`config.mk`:
```
export PLATFORM = sky130hd
export DESIGN_NAME = acqs_sequencer
export DESIGN_NICKNAME = d
export VERILOG_FILES = /design/src/core/acqs_pkg.sv /design/src/core/acqs_evt_if.sv /design/src/core/acqs_sequencer.sv /design/src/core/acqs_line_edge.sv /design/src/core/acqs_rate_gen.sv
export VERILOG_INCLUDE_DIRS = /design/src /design/src/core
export SDC_FILE = /design/constraint.sdc
export NUM_CORES = 1
export LEC_CHECK = 0
export BUFFER_PORTS_ARGS = -buffer_cell sky130_fd_sc_hd__buf_2
export CAP_MARGIN = 40
export CORE_MARGIN = 4
export CORE_UTILIZATION = 40
export CTS_CLUSTER_DIAMETER = 30
export DETAILED_ROUTE_END_ITERATION = 12
export PLACE_DENSITY = 0.65
export SLEW_MARGIN = 5
export SYNTH_ARGS = -nofsm -noshare
export SYNTH_HDL_FRONTEND = slang
export SYNTH_SLANG_ARGS = --single-unit
```
`constraint.sdc`:
```
create_clock -name clk -period 3.9 [get_ports clk]
set_clock_uncertainty 0.2 [all_clocks]
set_input_delay 0.585 -clock clk [delete_from_list [all_inputs] [get_ports clk]]
set_output_delay 0.585 -clock clk [all_outputs]
set_load 0.01 [all_outputs]
```
`src/core/acqs_defs.svh`:
```
// Purpose: register map, field positions, reset values and timing counts of the trigger sequencer
// Assumes: byte addresses on an 8-bit address port, 32-bit data
// Notes:   definitions only
`ifndef ACQS_DEFS_SVH
`define ACQS_DEFS_SVH

// register byte addresses
`define ACQS_REG_CTRL        8'h00
`define ACQS_REG_BURST       8'h04
`define ACQS_REG_PERIOD      8'h08
`define ACQS_REG_CMD         8'h0C
`define ACQS_REG_STATUS      8'h10
`define ACQS_REG_DISCARD     8'h14

// control register fields
`define ACQS_CTRL_ACQ_EN     0
`define ACQS_CTRL_ACQ_SW     1
`define ACQS_CTRL_ACQ_FALL   2
`define ACQS_CTRL_FRM_EN     3
`define ACQS_CTRL_FRM_SW     4
`define ACQS_CTRL_FRM_FALL   5
`define ACQS_CTRL_RATE_EN    6
`define ACQS_CTRL_W          7

// command register fields (write only, self clearing)
`define ACQS_CMD_ACQ         0
`define ACQS_CMD_FRM         1

// status register fields
`define ACQS_STAT_WAIT_ACQ   0
`define ACQS_STAT_WAIT_FRM   1
`define ACQS_STAT_ACTIVE     2
`define ACQS_STAT_CNT_LSB    16

// reset values of ctrl and burst; period_q resets to zero, not to ACQS_PERIOD_RST
`define ACQS_CTRL_RST        7'h03
`define ACQS_BURST_RST       16'h0001
`define ACQS_PERIOD_RST      32'h0000_2710

// shortest exposure plus readout, which sets the highest frame rate
`define ACQS_CLK_PERIOD_NS   10
`define ACQS_FRAME_MIN_NS    1000
`define ACQS_FRAME_CYC       ((`ACQS_FRAME_MIN_NS + `ACQS_CLK_PERIOD_NS - 1) / `ACQS_CLK_PERIOD_NS)

`endif

```
`src/core/acqs_pkg.sv`:
```
// Purpose: shared types of the trigger sequencer
// Assumes: nothing
// Notes:   constants live in acqs_defs.svh
`default_nettype none
package acqs_pkg;

  typedef enum logic [1:0] {
    ST_WAIT_ACQ,
    ST_WAIT_FRM,
    ST_EXPOSE
  } acqs_state_e;

  typedef logic [15:0] acqs_count_t;

endpackage
`default_nettype wire

```
`src/core/acqs_evt_if.sv`:
```
// Purpose: carries trigger events and rate settings between the sequencer's own modules
// Assumes: all three modules share one clock
// Notes:   no clocking block
`timescale 1ns/1ps
`default_nettype none
interface acqs_evt_if #(
  parameter int N_LINES = 1
);
  logic [N_LINES-1:0] rise;
  logic [N_LINES-1:0] fall;
  logic               tick;
  logic               rate_en;
  logic [31:0]        period;

  modport edge_mp (output rise, output fall);
  modport rate_mp (input rate_en, input period, output tick);
  modport core_mp (input rise, input fall, input tick, output rate_en, output period);
endinterface
`default_nettype wire

```
`src/core/acqs_sequencer.sv`:
```
// Purpose: two-level acquisition / frame start trigger sequencer
// Assumes: one clock, registers reached over a plain strobe port
// Notes:   leaves reset waiting for acquisition start
// Notes on behaviour
// - line 1 rising edge moves waiting-acquisition to waiting-frame
// - software acquisition command moves waiting-acquisition to waiting-frame
// - after burst-length frames, return to waiting for acquisition start
// - while waiting for acquisition start, no frame is acquired
// - frame triggering off: frame starts made internally at programmed rate
// - rate setting off: internal frame starts as fast as possible
// - frame start events act only while waiting for frame start
// - frame start events outside waiting-frame are dropped
// - both triggers off: both events internal, continuous acquisition
//
// Decided for this implementation: the plain strobed port and the placing of the registers.
`timescale 1ns/1ps
`default_nettype none
`include "acqs_defs.svh"
module acqs_sequencer #(
  parameter int          N_LINES    = 1,
  parameter logic [31:0] PERIOD_RST = `ACQS_PERIOD_RST
) (
  // clock and reset
  input  wire logic               clk,
  input  wire logic               srst,
  input  wire logic               ce,
  // register port
  input  wire logic [7:0]         addr,
  input  wire logic [31:0]        wr_data,
  input  wire logic               wr_en,
  input  wire logic               rd_en,
  output logic      [31:0]        rd_data,
  // trigger pins
  input  wire logic [N_LINES-1:0] line_in,
  // acquisition status
  output logic                    frame_start,
  output logic                    frame_active,
  output logic                    wait_acq,
  output logic                    wait_frm
);

  localparam logic [15:0] FRAME_LAST = 16'(`ACQS_FRAME_CYC - 1);

  acqs_evt_if #(.N_LINES(N_LINES)) evt ();

  acqs_line_edge #(.N_LINES(N_LINES)) u_edge (
    .clk     (clk),
    .srst    (srst),
    .ce      (ce),
    .line_in (line_in),
    .evt     (evt.edge_mp)
  );

  acqs_rate_gen u_rate (
    .clk  (clk),
    .srst (srst),
    .ce   (ce),
    .evt  (evt.rate_mp)
  );

  // register file
  logic [`ACQS_CTRL_W-1:0] ctrl_q, ctrl_d;
  logic [15:0]             burst_q, burst_d;
  logic [31:0]             period_q, period_d;
  logic                    sw_acq_q, sw_acq_d;
  logic                    sw_frm_q, sw_frm_d;
  logic [15:0]             disc_q, disc_d;
  logic [31:0]             rd_data_q, rd_data_d;

  // sequencer
  acqs_pkg::acqs_state_e   state_q, state_d;
  acqs_pkg::acqs_count_t   cnt_q, cnt_d;
  logic [15:0]             tmr_q, tmr_d;
  logic                    start_q, start_d;
  logic                    active_q, active_d;
  logic                    wait_acq_q, wait_acq_d;
  logic                    wait_frm_q, wait_frm_d;

  logic                    acq_en, acq_sw, acq_fall;
  logic                    frm_en, frm_sw, frm_fall, rate_en;
  logic                    acq_evt, frm_ext_evt, frm_evt;
  logic [15:0]             burst_eff;
  logic [15:0]             cnt_inc;
  logic                    wr_cmd, wr_disc;

  assign acq_en   = ctrl_q[`ACQS_CTRL_ACQ_EN];
  assign acq_sw   = ctrl_q[`ACQS_CTRL_ACQ_SW];
  assign acq_fall = ctrl_q[`ACQS_CTRL_ACQ_FALL];
  assign frm_en   = ctrl_q[`ACQS_CTRL_FRM_EN];
  assign frm_sw   = ctrl_q[`ACQS_CTRL_FRM_SW];
  assign frm_fall = ctrl_q[`ACQS_CTRL_FRM_FALL];
  assign rate_en  = ctrl_q[`ACQS_CTRL_RATE_EN];

  assign evt.rate_en = rate_en & ~frm_en;
  assign evt.period  = period_q;

  assign wr_cmd  = wr_en && (addr == `ACQS_REG_CMD);
  assign wr_disc = wr_en && (addr == `ACQS_REG_DISCARD);

  // event selection; line 1 is bit 0 of line_in
  always_comb begin
    if (!acq_en) begin
      acq_evt = 1'b1;
    end else if (acq_sw) begin
      acq_evt = sw_acq_q;
    end else begin
      acq_evt = acq_fall ? evt.fall[0] : evt.rise[0];
    end
    if (frm_sw) begin
      frm_ext_evt = frm_en & sw_frm_q;
    end else begin
      frm_ext_evt = frm_en & (frm_fall ? evt.fall[0] : evt.rise[0]);
    end
    if (frm_en) begin
      frm_evt = frm_ext_evt;
    end else if (rate_en) begin
      frm_evt = evt.tick;
    end else begin
      frm_evt = 1'b1;
    end
  end

  // registers written by software
  always_comb begin
    ctrl_d   = ctrl_q;
    burst_d  = burst_q;
    period_d = period_q;
    sw_acq_d = wr_cmd & wr_data[`ACQS_CMD_ACQ];
    sw_frm_d = wr_cmd & wr_data[`ACQS_CMD_FRM];
    disc_d   = disc_q;
    if (wr_en) begin
      unique case (addr)
        `ACQS_REG_CTRL:   ctrl_d   = wr_data[`ACQS_CTRL_W-1:0];
        `ACQS_REG_BURST:  burst_d  = wr_data[15:0];
        `ACQS_REG_PERIOD: period_d = wr_data;
        default: ;
      endcase
    end
    // a write to the discard register clears the drop counter; a drop in the same cycle still counts
    if (wr_disc) begin
      disc_d = 16'h0000;
    end
    if (frm_ext_evt && state_q != acqs_pkg::ST_WAIT_FRM && !(&disc_q && !wr_disc)) begin
      disc_d = (wr_disc ? 16'h0000 : disc_q) + 16'h0001;
    end
  end

  always_ff @(posedge clk) begin
    if (srst) begin
      ctrl_q   <= `ACQS_CTRL_RST;
      burst_q  <= `ACQS_BURST_RST;
      period_q <= 32'h0000_0000;
      sw_acq_q <= 1'b0;
      sw_frm_q <= 1'b0;
      disc_q   <= 16'h0000;
    end else if (ce) begin
      ctrl_q   <= ctrl_d;
      burst_q  <= burst_d;
      period_q <= period_d;
      sw_acq_q <= sw_acq_d;
      sw_frm_q <= sw_frm_d;
      disc_q   <= disc_d;
    end
  end

  // burst length zero behaves as one
  assign burst_eff = (burst_q == 16'h0000) ? 16'h0001 : burst_q;
  assign cnt_inc   = cnt_q + 16'h0001;

  always_comb begin
    state_d = state_q;
    cnt_d   = cnt_q;
    tmr_d   = tmr_q;
    start_d = 1'b0;
    unique case (state_q)
      acqs_pkg::ST_WAIT_ACQ: begin
        // frame events are not looked at here
        if (acq_evt) begin
          state_d = acqs_pkg::ST_WAIT_FRM;
          cnt_d   = 16'h0000;
        end
      end
      acqs_pkg::ST_WAIT_FRM: begin
        if (frm_evt) begin
          state_d = acqs_pkg::ST_EXPOSE;
          tmr_d   = FRAME_LAST;
          start_d = 1'b1;
        end
      end
      acqs_pkg::ST_EXPOSE: begin
        if (tmr_q == 16'h0000) begin
          cnt_d = cnt_inc;
          if (cnt_inc >= burst_eff) begin
            state_d = acqs_pkg::ST_WAIT_ACQ;
          end else begin
            state_d = acqs_pkg::ST_WAIT_FRM;
          end
        end else begin
          tmr_d = tmr_q - 16'h0001;
        end
      end
    endcase
    active_d   = (state_d == acqs_pkg::ST_EXPOSE);
    wait_acq_d = (state_d == acqs_pkg::ST_WAIT_ACQ);
    wait_frm_d = (state_d == acqs_pkg::ST_WAIT_FRM);
  end

  always_ff @(posedge clk) begin
    if (srst) begin
      state_q    <= acqs_pkg::ST_WAIT_ACQ;
      cnt_q      <= 16'h0000;
      tmr_q      <= 16'h0000;
      start_q    <= 1'b0;
      active_q   <= 1'b0;
      wait_acq_q <= 1'b1;
      wait_frm_q <= 1'b0;
    end else if (ce) begin
      state_q    <= state_d;
      cnt_q      <= cnt_d;
      tmr_q      <= tmr_d;
      start_q    <= start_d;
      active_q   <= active_d;
      wait_acq_q <= wait_acq_d;
      wait_frm_q <= wait_frm_d;
    end
  end

  // read port: data stand only in the cycle after the strobe
  always_comb begin
    rd_data_d = 32'h0000_0000;
    if (rd_en) begin
      unique case (addr)
        `ACQS_REG_CTRL:    rd_data_d = {25'h000_0000, ctrl_q};
        `ACQS_REG_BURST:   rd_data_d = {16'h0000, burst_q};
        `ACQS_REG_PERIOD:  rd_data_d = period_q;
        `ACQS_REG_STATUS: begin
          rd_data_d[`ACQS_STAT_WAIT_ACQ] = wait_acq_q;
          rd_data_d[`ACQS_STAT_WAIT_FRM] = wait_frm_q;
          rd_data_d[`ACQS_STAT_ACTIVE]   = active_q;
          rd_data_d[`ACQS_STAT_CNT_LSB+:16] = cnt_q;
        end
        `ACQS_REG_DISCARD: rd_data_d = {16'h0000, disc_q};
        default:           rd_data_d = 32'h0000_0000;
      endcase
    end
  end

  always_ff @(posedge clk) begin
    if (srst) begin
      rd_data_q <= 32'h0000_0000;
    end else if (ce) begin
      rd_data_q <= rd_data_d;
    end
  end

  assign rd_data      = rd_data_q;
  assign frame_start  = start_q;
  assign frame_active = active_q;
  assign wait_acq     = wait_acq_q;
  assign wait_frm     = wait_frm_q;
endmodule
`default_nettype wire

```
`src/core/acqs_line_edge.sv`:
```
// Purpose: synchronise input lines and turn each edge into a one-cycle event
// Assumes: lines are asynchronous to clk
// Notes:   three cycles from pin to event
`timescale 1ns/1ps
`default_nettype none
module acqs_line_edge #(
  parameter int N_LINES = 1
) (
  // clock and reset
  input  wire logic               clk,
  input  wire logic               srst,
  input  wire logic               ce,
  // pins
  input  wire logic [N_LINES-1:0] line_in,
  // events
  acqs_evt_if.edge_mp             evt
);

  for (genvar i = 0; i < N_LINES; i++) begin : g_line
    logic meta_q, sync_q, prev_q, rise_q, fall_q;
    logic meta_d, sync_d, prev_d, rise_d, fall_d;

    // meta_q feeds sync_q only
    always_comb begin
      meta_d = line_in[i];
      sync_d = meta_q;
      prev_d = sync_q;
      rise_d = sync_q & ~prev_q;
      fall_d = ~sync_q & prev_q;
    end

    always_ff @(posedge clk) begin
      if (srst) begin
        meta_q <= 1'b0;
        sync_q <= 1'b0;
        prev_q <= 1'b0;
        rise_q <= 1'b0;
        fall_q <= 1'b0;
      end else if (ce) begin
        meta_q <= meta_d;
        sync_q <= sync_d;
        prev_q <= prev_d;
        rise_q <= rise_d;
        fall_q <= fall_d;
      end
    end

    assign evt.rise[i] = rise_q;
    assign evt.fall[i] = fall_q;

  end
endmodule
`default_nettype wire

```
`src/core/acqs_rate_gen.sv`:
```
// Purpose: internal frame-start tick at a programmed period
// Assumes: period counted in clk cycles, zero treated as one
// Notes:   counter idles at zero while disabled
`timescale 1ns/1ps
`default_nettype none
module acqs_rate_gen (
  // clock and reset
  input  wire logic   clk,
  input  wire logic   srst,
  input  wire logic   ce,
  // settings in, tick out
  acqs_evt_if.rate_mp evt
);

  logic [31:0] cnt_q, cnt_d;
  logic        tick_q, tick_d;

  always_comb begin
    cnt_d  = cnt_q;
    tick_d = 1'b0;
    if (!evt.rate_en) begin
      cnt_d = 32'h0000_0000;
    end else if (cnt_q + 32'h0000_0001 >= evt.period) begin
      cnt_d  = 32'h0000_0000;
      tick_d = 1'b1;
    end else begin
      cnt_d = cnt_q + 32'h0000_0001;
    end
  end

  always_ff @(posedge clk) begin
    if (srst) begin
      cnt_q  <= 32'h0000_0000;
      tick_q <= 1'b0;
    end else if (ce) begin
      cnt_q  <= cnt_d;
      tick_q <= tick_d;
    end
  end

  assign evt.tick = tick_q;

endmodule
`default_nettype wire

```
=== After elaboration in Yosys (flattened, before gate mapping) ===
Index checks and enable logic that the tools add are counted.

* Bits in registers: 181
* Input port bits: 46
* Output and inout bits: 36
* Word-level logic and storage cells: 102

* $add $sub $neg: 4
* $lt $le $gt $ge: 2
* Equal/unequal tests: 14
* Muxes and demuxes: 31
* Bitwise logic cells: 10
* Reduce and logical (&&, ||, !) cells: 20

{| class="wikitable"
|+ Operators by type and width
! operator !! count
|-
| $mux W16 || 7
|-
| $mux W32 || 3
|-
| $pmux W16 S2 || 3
|-
| $pmux W13 S4 || 1
|-
| $add A16 B1 Y16 const B || 2
|-
| $add A32 B1 Y32 const B || 1
|-
| $ge A32 B32 Y1 || 1
|-
| $logic_not A16 Y1 || 2
|-
| $eq A8 B4 Y1 const B || 2
|-
| $eq A8 B5 Y1 const B || 2
|-
| $ge A16 B16 Y1 || 1
|-
| $reduce_and A16 Y1 || 1
|-
| $sub A16 B1 Y16 const B || 1
|-
| $pmux W3 S5 || 1
|-
| $mux W1 || 12
|-
| $reduce_and A3 Y1 || 3
|-
| $eq A8 B3 Y1 const B || 1
|-
| $logic_not A8 Y1 || 1
|-
| $ne A2 B2 Y1 const B || 4
|-
| $reduce_and A4 Y1 || 2
|-
| $and A1 B1 Y1 || 7
|-
| $mux W2 || 3
|-
| $pmux W2 S3 || 1
|-
| $logic_and A1 B1 Y1 || 5
|-
| other kinds (7) || 14
|}

=== Depth between registers and ports, before layout ===
Gate-level depths: netlist of the first run.

* Depth in word-level cells: 7
* Gate-level depth with buffers: 16
* Depth with buffers taken out: 15

=== Modules after synthesis ===
From an unflattened synthesis of the first run, not the netlist that was laid out.

* Cells, all modules: 1145
* Area, all modules: 9764.4 µm²

{| class="wikitable"
|+ By module, submodules not included
! module !! times used !! cells an instance !! area an instance (µm²)
|-
| acqs_sequencer || 1 || 832 || 7010.5
|-
| acqs_rate_gen || 1 || 295 || 2563.7
|-
| acqs_line_edge || 1 || 18 || 190.2
|}

=== Least setup slack after synthesis of the first run ===
Ideal clock, no wire load.

* Path kind: reg-to-reg
* Start point: register u_rate.cnt_q[0]
* End point: register u_rate.cnt_q[31]
* Setup time: 0.075 ns
* Arrival: 3.730 ns
* Required time: 3.625 ns
* Slack: -0.105 ns
* Cell stages (with the launch flop): 15
* Period minus slack after synthesis: 4.005 ns
* Path through: dfxtp_1 > ha_1 > and3_1 > nand3_1 > nor3_1 > nand3_1 > xnor2_1 > ha_1 > nor3_1 > nor2_1 > a221oi_1 > o311ai_0 > a21oi_1 > or4b_2 > a31oi_1

* Cells in the longest elaborated chain, start to end: 4

{| class="wikitable"
|+ RTL lines
! what !! line !! text
|-
| from (decl) || acqs_rate_gen.sv:15 || <nowiki>logic [31:0] cnt_q, cnt_d;</nowiki>
|-
| from (signal assigned) || acqs_rate_gen.sv:36 || <nowiki>cnt_q <= cnt_d;</nowiki>
|-
| $add A32 B1 Y32 (*) || acqs_rate_gen.sv:23, acqs_rate_gen.sv:27 ||
|-
| $ge A32 B32 Y1 || acqs_rate_gen.sv:23 || <nowiki>end else if (cnt_q + 32'h0000_0001 >= evt.period) begin</nowiki>
|-
| $mux W32 (*) || acqs_rate_gen.sv:23 ||
|-
| $mux W32 (*) || acqs_rate_gen.sv:21 || <nowiki>if (!evt.rate_en) begin</nowiki>
|}

Every way passes the cells marked *; elsewhere a longest branch is shown, timed or not.
A chain may end at the register's enable or synchronous reset.

=== Worst setup path in the final report of the first run ===
* Start point: register u_rate.cnt_q[0]
* End point: register u_rate.cnt_q[18]

Same word-level chain as after synthesis.

==> flow_summary_export.csv, run 1 <==
group,metric,value,unit
final_layout,stdcell_area,11400,sq um
die,io_pins,82,
die,die_h,165,um
clock_tree,worstSkewPairLatency,0.43,ns
route,detail_route.wl_per_cell,16.7,um
yosys,synth_compound_area_frac,0.185,
clock_tree,cts-htree-levels,4,
sta,worst_pin_slew,0.742,ns
yosys,seq_area_frac_synth,0.369,
place,place_area,10600,sq um
flow_run,cap_violations,0,
route,drtIter0Drc,761,
worst_hold_path,hold_end,"evt.period[18]",
yosys,avgSynthCellArea,7.97,sq um
worst_setup_path,ff2ff_setup_slack,0.22,ns
die,initial_core_util,0.405,
route,viasPerCell,5.47,
clock_tree,cts_buffers,17,
sta,period_share,0.943,
sta,max_freq,0.272,GHz
clock_tree,cts-root-buf,"clkbuf_16",
worst_setup_path,cp_max_fo,13,
clock_tree,cts_hold_buffers,0,
route,drc_errors,0,
global_routing,gr-total-overflow,0,
run_status,status,"completed",
place,gp_congestion,0.895,
clock_tree,clk_pin_slew_worst_paths,0.07,ns
sta,hold_viol_final,0,
worst_setup_path,critPathArrivalTime,3.80,ns
worst_hold_path,hp-class,"in2reg",
worst_setup_path,rr_startpoint,"u_rate.cnt_q[0]",
global_routing,grt_pass1_vias,8418,
worst_setup_path,start_kind,"flip-flop",
place,preCtsSetupSlack,-0.144,ns
worst_setup_path,required,4.03,ns
final_layout,drive_gt1_frac,0.165,
route,drtAntennaViolNets,0,
yosys,synth_top_family_by_area,"simple AND/OR/NAND/NOR gates",
pwr,p_per_area,343,nW/um^2
clock_tree,cts_tree,"done",
yosys,async_flop_share,0,
yosys,synthCells,1233,
pwr,ir_drop,0.237,mV
global_routing,grt_max_degree,74,
sta,fin_tns_setup,0,ns
route,drt_wl_total,27.4,mm
global_routing,track_usage,0.203,
sta,final_max_slew_viol_count,0,
yosys,synth_edf_count,0,
yosys,synth_fa_ha_area_frac,0.0700,
clock_tree,cts_sinks,181,
yosys,ys_ff_latch,181,
yosys,ys.flop_type,"dfxtp_1",
worst_hold_path,whs_path_depth,3,
final_layout,n_fill_cell,2439,
place,hpwlAfterDp,20.1,mm
route,drt_pre_antenna_iters,5,
yosys,yosys-mux-area-fraction,0.0196,
worst_hold_path,worstHoldStart,"wr_data[18]",
final_layout,final_nets,1406,
global_routing,grt_pass1_wl,44.0,mm
die,die_area,27100,sq um
yosys,yosys.area_share.simple,0.239,
worst_setup_path,crit_path_end_kind,"flip-flop",
global_routing,antenna_found_initial,0,
worst_setup_path,reg2reg_depth,17,
sta,setup-violations-final,0,
die,rows,57,
yosys,yosys.area_share.xor_xnor,0.0597,
worst_setup_path,r2r-end,"u_rate.cnt_q[18]",
final_layout,diodes,0,
sta,setup_slack,0.223,ns
yosys,yosysWarnings,0,
sta,relSlewSlack,0.505,
yosys,synthesis.nets,1334,
yosys,syn-cell-area,9830,sq um
yosys,yosysUniqueCellTypes,69,
place,io_buffers,81,
worst_setup_path,critical_path_class,"reg2reg",
clock_tree,clockBufferDepth,2,
die,die_x,165,um
sta,finalCriticalPeriod,3.68,ns
final_layout,synthToLayoutAreaGrowth,15.5,%
pwr,p_leak,4.37,nW
route,route.vias.total,8988,
die,coreArea,24200,sq um
-- final cells by class --
cell class | instances | area (sq um) | area share
Clock buffer | 18 | 439 | 0.0387
Timing Repair Buffer | 127 | 757 | 0.0667
Clock inverter | 14 | 145 | 0.0128
Multi-Input combinational cell | 914 | 5740 | 0.505
Sequential cell | 181 | 3630 | 0.320
Tap cell | 324 | 405 | 0.0357
Inverter | 64 | 240 | 0.0212
-- layout by cell type (no fill, tap or decap), drive strengths merged, types with 7 or more instances in the layout --
cell      n
a21o      7
ha       55
a22oi    38
and4      8
nand3    46
nand2b    7
xnor2    51
or3       9
nand4    22
a211oi   15
nor2    126
xor2     16
nand2   181
buf     127
dfxtp   181
inv      69
nor4     16
clkbuf   18
a21oi   128
and2     10
nor2b     9
and3     16
a31oi    12
a22o     23
or2       7
nor3     21
o21ai    23
mux2i    17
-- synth_stat cells (7+ instances only) --
library cell    n  share of area
a21o_1          7         0.0053
ha_1           55          0.070
nor4_1         15         0.0095
nor2_1        121          0.046
inv_1          63          0.024
and2_1          7         0.0045
a31oi_1        12         0.0076
nand4_1        22          0.014
xor2_1         16          0.014
a211oi_1        9         0.0069
or3_1           8         0.0051
a21oi_1       127          0.065
and3_1         16          0.010
xnor2_1        51          0.045
a22o_1         23          0.020
nor3_1         21          0.011
a22oi_1        38          0.029
nand3_1        46          0.023
nand2_1       181          0.069
nor2b_1         8         0.0051
mux2i_1        17          0.017
o21ai_0        23          0.012
clkbuf_1       59          0.023
and4_1          8         0.0071
dfxtp_1       181           0.37
-- power breakdown --
part / switching, mW / internal, mW / leakage, nW
Sequential: 0.0197 / 1.87 / 1.46
Clock: 0.803 / 0.917 / 0.271
Combinational: 0.180 / 0.109 / 2.63
Total: 1.00 / 2.89 / 4.37
-- metrics by stage --
step	hold WS [ns]	utilization	std cells	total power, mW
5_1_grt	0.189	0.468	1642	4.04
2_1_floorplan	0.240	-	1233	2.13
4_1_cts	0.180	0.464	1636	3.93
3_5_place_dp	0.257	0.438	1603	2.22
6_report	0.192	0.468	1642	3.90
3_3_place_gp	0.257	0.438	1603	2.22
-- repair_timing --
| item | 4_1_cts | 5_1_grt |
|---|---|---|
| buffers inserted | 1 | 6 |
| pin swaps | 3 | 16 |
| gates resized for setup | 4 | 22 |
| endpoints found under the setup margin | 8 | 28 |
-- how the worst max path moves through the flow --
stage,cells past startpoint,slack [ns],to,start
3_5_place_dp,14,-0.14,u_rate.cnt_q[31],u_rate.cnt_q[10]
5_1_grt,17,-0.04,u_rate.cnt_q[18],u_rate.cnt_q[0]
2_1_floorplan,14,0.006,u_rate.cnt_q[31],u_rate.cnt_q[0]
4_1_cts,14,0.001,u_rate.cnt_q[31],u_rate.cnt_q[10]
3_3_place_gp,14,0.03,u_rate.cnt_q[31],u_rate.cnt_q[1]
6_report,17,0.22,u_rate.cnt_q[18],u_rate.cnt_q[0]
-- routing by layer --
layer / vias to the layer above / routed length (um) / global-route usage
met1: 4242 / 12900 / 0.285
met5: - / 0 / 0
met4: 0 / 538 / 0.0597
met2: 247 / 12400 / 0.322
li1: 4468 / - / -
met3: 31 / 1500 / 0.0327
-- flip-flops by register name, summed over array words and instances (netlist names), 2 cells and up --
register,flops
burst_q,16
evt.period,32
state_q,2
ctrl_q,7
cnt_q,16
u_rate.cnt_q,32
disc_q,16
tmr_q,16
rd_data,32
-- worst max-delay path, cell delays in order, from the launching register on --
cell and delay, ns:
dfxtp_2 0.34, buf_4 0.12, and3_4 0.19, nand4_1 0.15
nor2_2 0.22, buf_6 0.15, and3_1 0.19, nor2b_1 0.06
or2_2 0.29, ha_1 0.30, and4_1 0.23, nand2_1 0.08
a21oi_1 0.25, a21oi_2 0.11, buf_4 0.19, and2_0 0.18
buf_4 0.15, a22o_1 0.17
-- logic make-up (layout without fill, tap and decap cells) --
| group | count (synthesis) | in the layout |
|---|---|---|
| DFF | 181 | 181 |
| AOI/OAI and AO/OA | 278 | 278 |
| buffers and inverters | 138 | 223 |
| adders and majority gates | 55 | 55 |
| xor gates and xnor gates | 67 | 67 |
| and+or+nand+nor | 495 | 495 |
| muxes | 19 | 19 |
No activity file was read; power rests on OpenSTA's default activity.
==> run 2, diff against run 1 <==
--- a/config.mk
+++ b/config.mk
@@ -12,8 +12,8 @@
 export CORE_UTILIZATION = 40
 export CTS_CLUSTER_DIAMETER = 30
 export DETAILED_ROUTE_END_ITERATION = 12
-export PLACE_DENSITY = 0.65
 export SLEW_MARGIN = 5
 export SYNTH_ARGS = -nofsm -noshare
 export SYNTH_HDL_FRONTEND = slang
 export SYNTH_SLANG_ARGS = --single-unit
+export TNS_END_PERCENT = 20
==> flow_summary_export.csv, run 2 (synthesized netlist as in run 1, its figures left out) <==
group,metric,value,unit
run_status,status,"completed",
die,rows,57,
worst_setup_path,critical_path_class,"reg2reg",
route,drtAntennaViolNets,0,
route,drt_pre_antenna_iters,5,
worst_hold_path,hp-class,"in2reg",
clock_tree,cts_sinks,181,
pwr,switchingPower,0.988,mW
sta,finalCriticalPeriod,3.65,ns
sta,worst_pin_slew,0.730,ns
global_routing,track_usage,0.207,
place,hpwlAfterDp,20.2,mm
global_routing,gr-total-overflow,0,
route,viasPerCell,5.47,
sta,relSlewSlack,0.513,
global_routing,grt_pass1_vias,8312,
pwr,clkPwrFrac,0.437,
sta,hold_viol_final,0,
pwr,p_per_area,340,nW/um^2
clock_tree,clockBufferDepth,2,
final_layout,diodes,0,
pwr,internal-power,2.88,mW
worst_setup_path,cp_max_fo,20,
clock_tree,clk_pin_slew_worst_paths,0.07,ns
global_routing,grt_pass1_wl,44.7,mm
route,drtIter0Drc,668,
pwr,p_seq_frac,0.488,
pwr,p_leak,4.39,nW
worst_setup_path,reg2reg_depth,16,
die,initial_core_util,0.405,
die,die_area,27100,sq um
clock_tree,cts-htree-levels,4,
worst_setup_path,start_kind,"flip-flop",
sta,setup_slack,0.247,ns
pwr,p_comb_frac,0.075,
worst_setup_path,crit_path_end_kind,"flip-flop",
route,detail_route.wl_per_cell,16.9,um
pwr,ir_drop,0.257,mV
worst_setup_path,required,4.05,ns
place,dp.cells,1604,
pwr,p_sw_frac,0.256,
sta,max_freq,0.274,GHz
die,io_pins,82,
sta,final_max_slew_viol_count,0,
clock_tree,cts_buffers,17,
clock_tree,cts_hold_buffers,0,
final_layout,final_cell_mix,"nand2_1, dfxtp_1, a21oi_1",
worst_setup_path,critPathArrivalTime,3.80,ns
global_routing,grt_max_degree,68,
flow_run,cap_violations,0,
sta,period_share,0.937,
place,io_buffers,81,
final_layout,final_common_cell,"nand2_1",
sta,fin_tns_setup,0,ns
final_layout,drive_gt1_frac,0.166,
route,drc_errors,0,
clock_tree,worstSkewPairLatency,0.44,ns
final_layout,postLayoutCoreUtil,0.469,
place,preCtsSetupSlack,-0.0713,ns
place,gp_congestion,0.849,
final_layout,synthToLayoutAreaGrowth,15.7,%
clock_tree,cts_tree,"done",
global_routing,antenna_found_initial,0,
route,route.vias.total,8968,
clock_tree,cts-root-buf,"clkbuf_16",
die,die_h,165,um
worst_hold_path,whs_path_depth,3,
die,coreArea,24200,sq um
die,die_x,165,um
route,drt_wl_total,27.7,mm
sta,setup-violations-final,0,
final_layout,instances_no_fill,1639,
final_layout,final_nets,1404,
[run 2: cell types whose count changed in the layout (fill, tap and decap cells not counted), sizes merged]
cell and delta:
clkinv +1, inv -2, buf -2
[run 2: what timing repair did]
| item | 4_1_cts | 5_1_grt |
|---|---|---|
| buffers inserted | 0 | 4 |
| gates resized for setup | 3 | 31 |
| pin swaps | 1 | 18 |
| endpoints found under the setup margin | 5 | 30 |
[run 2: power by group through the flow]
| stage | registers, mW | logic, mW | clock network (mW) |
|---|---|---|---|
| 2_1_floorplan | 1.93 | 0.204 | 0 |
| 3_3_place_gp | 1.93 | 0.287 | 0 |
| 3_5_place_dp | 1.93 | 0.289 | 0 |
| 4_1_cts | 1.89 | 0.290 | 1.71 |
| 5_1_grt | 1.89 | 0.321 | 1.79 |
| 6_report | 1.89 | 0.289 | 1.69 |
[run 2: layout make-up]
cell class              count  area, sq um
fillers                  2476        12900
multi-input cells         914         5780
flip-flops and latches    181         3640
repair buffers            125          754
clock buffers              18          439
well taps                 324          405
inverters                  64          240
clock inverters            13          124
[run 2: layer usage]
| metal | routed length, um | vias up | share of wire | track usage |
|---|---|---|---|---|
| met3 | 1500 | 33 | 0.054 | 0.0299 |
| met2 | 12600 | 226 | 0.45 | 0.325 |
| met1 | 13100 | 4245 | 0.47 | 0.297 |
| met4 | 506 | 0 | 0.018 | 0.0571 |
| li1 | - | 4464 | - | - |
| met5 | 0 | - | 0 | 0 |
[run 2: path summary, 6_finish.rpt]
check                  startpoint                       to  slack, ns
hold reg to reg          sw_frm_q                 sw_frm_q       0.27
setup / recovery  u_rate.cnt_q[1]          u_rate.cnt_q[1]       0.25
setup reg to reg  u_rate.cnt_q[1]          u_rate.cnt_q[1]       0.25
hold / removal            line_in  u_edge.g_line[0].meta_q       0.19
[run 2: stage by stage]
step           hold WS, ns  instance area, sq um  power [mW]
3_3_place_gp         0.256                 10700        2.22
4_1_cts              0.175                 11200        3.89
3_5_place_dp         0.254                 10700        2.22
2_1_floorplan        0.240                  9840        2.13
6_report             0.189                 11400        3.87
5_1_grt              0.193                 11400        4.00
[run 2: critical path, stage by stage, from the launching register on]
cell and delay [ns]:
dfxtp_2 0.34, ha_1 0.17, and3_4 0.20, nand3_2 0.14, or3_4 0.41, nor2_4 0.13
xnor2_2 0.13, ha_1 0.27, o21ai_1 0.12, o21ai_1 0.09, a221oi_2 0.33, o311ai_2 0.19
a21oi_2 0.18, buf_6 0.19, buf_12 0.17, nand3_1 0.08, a21oi_1 0.20
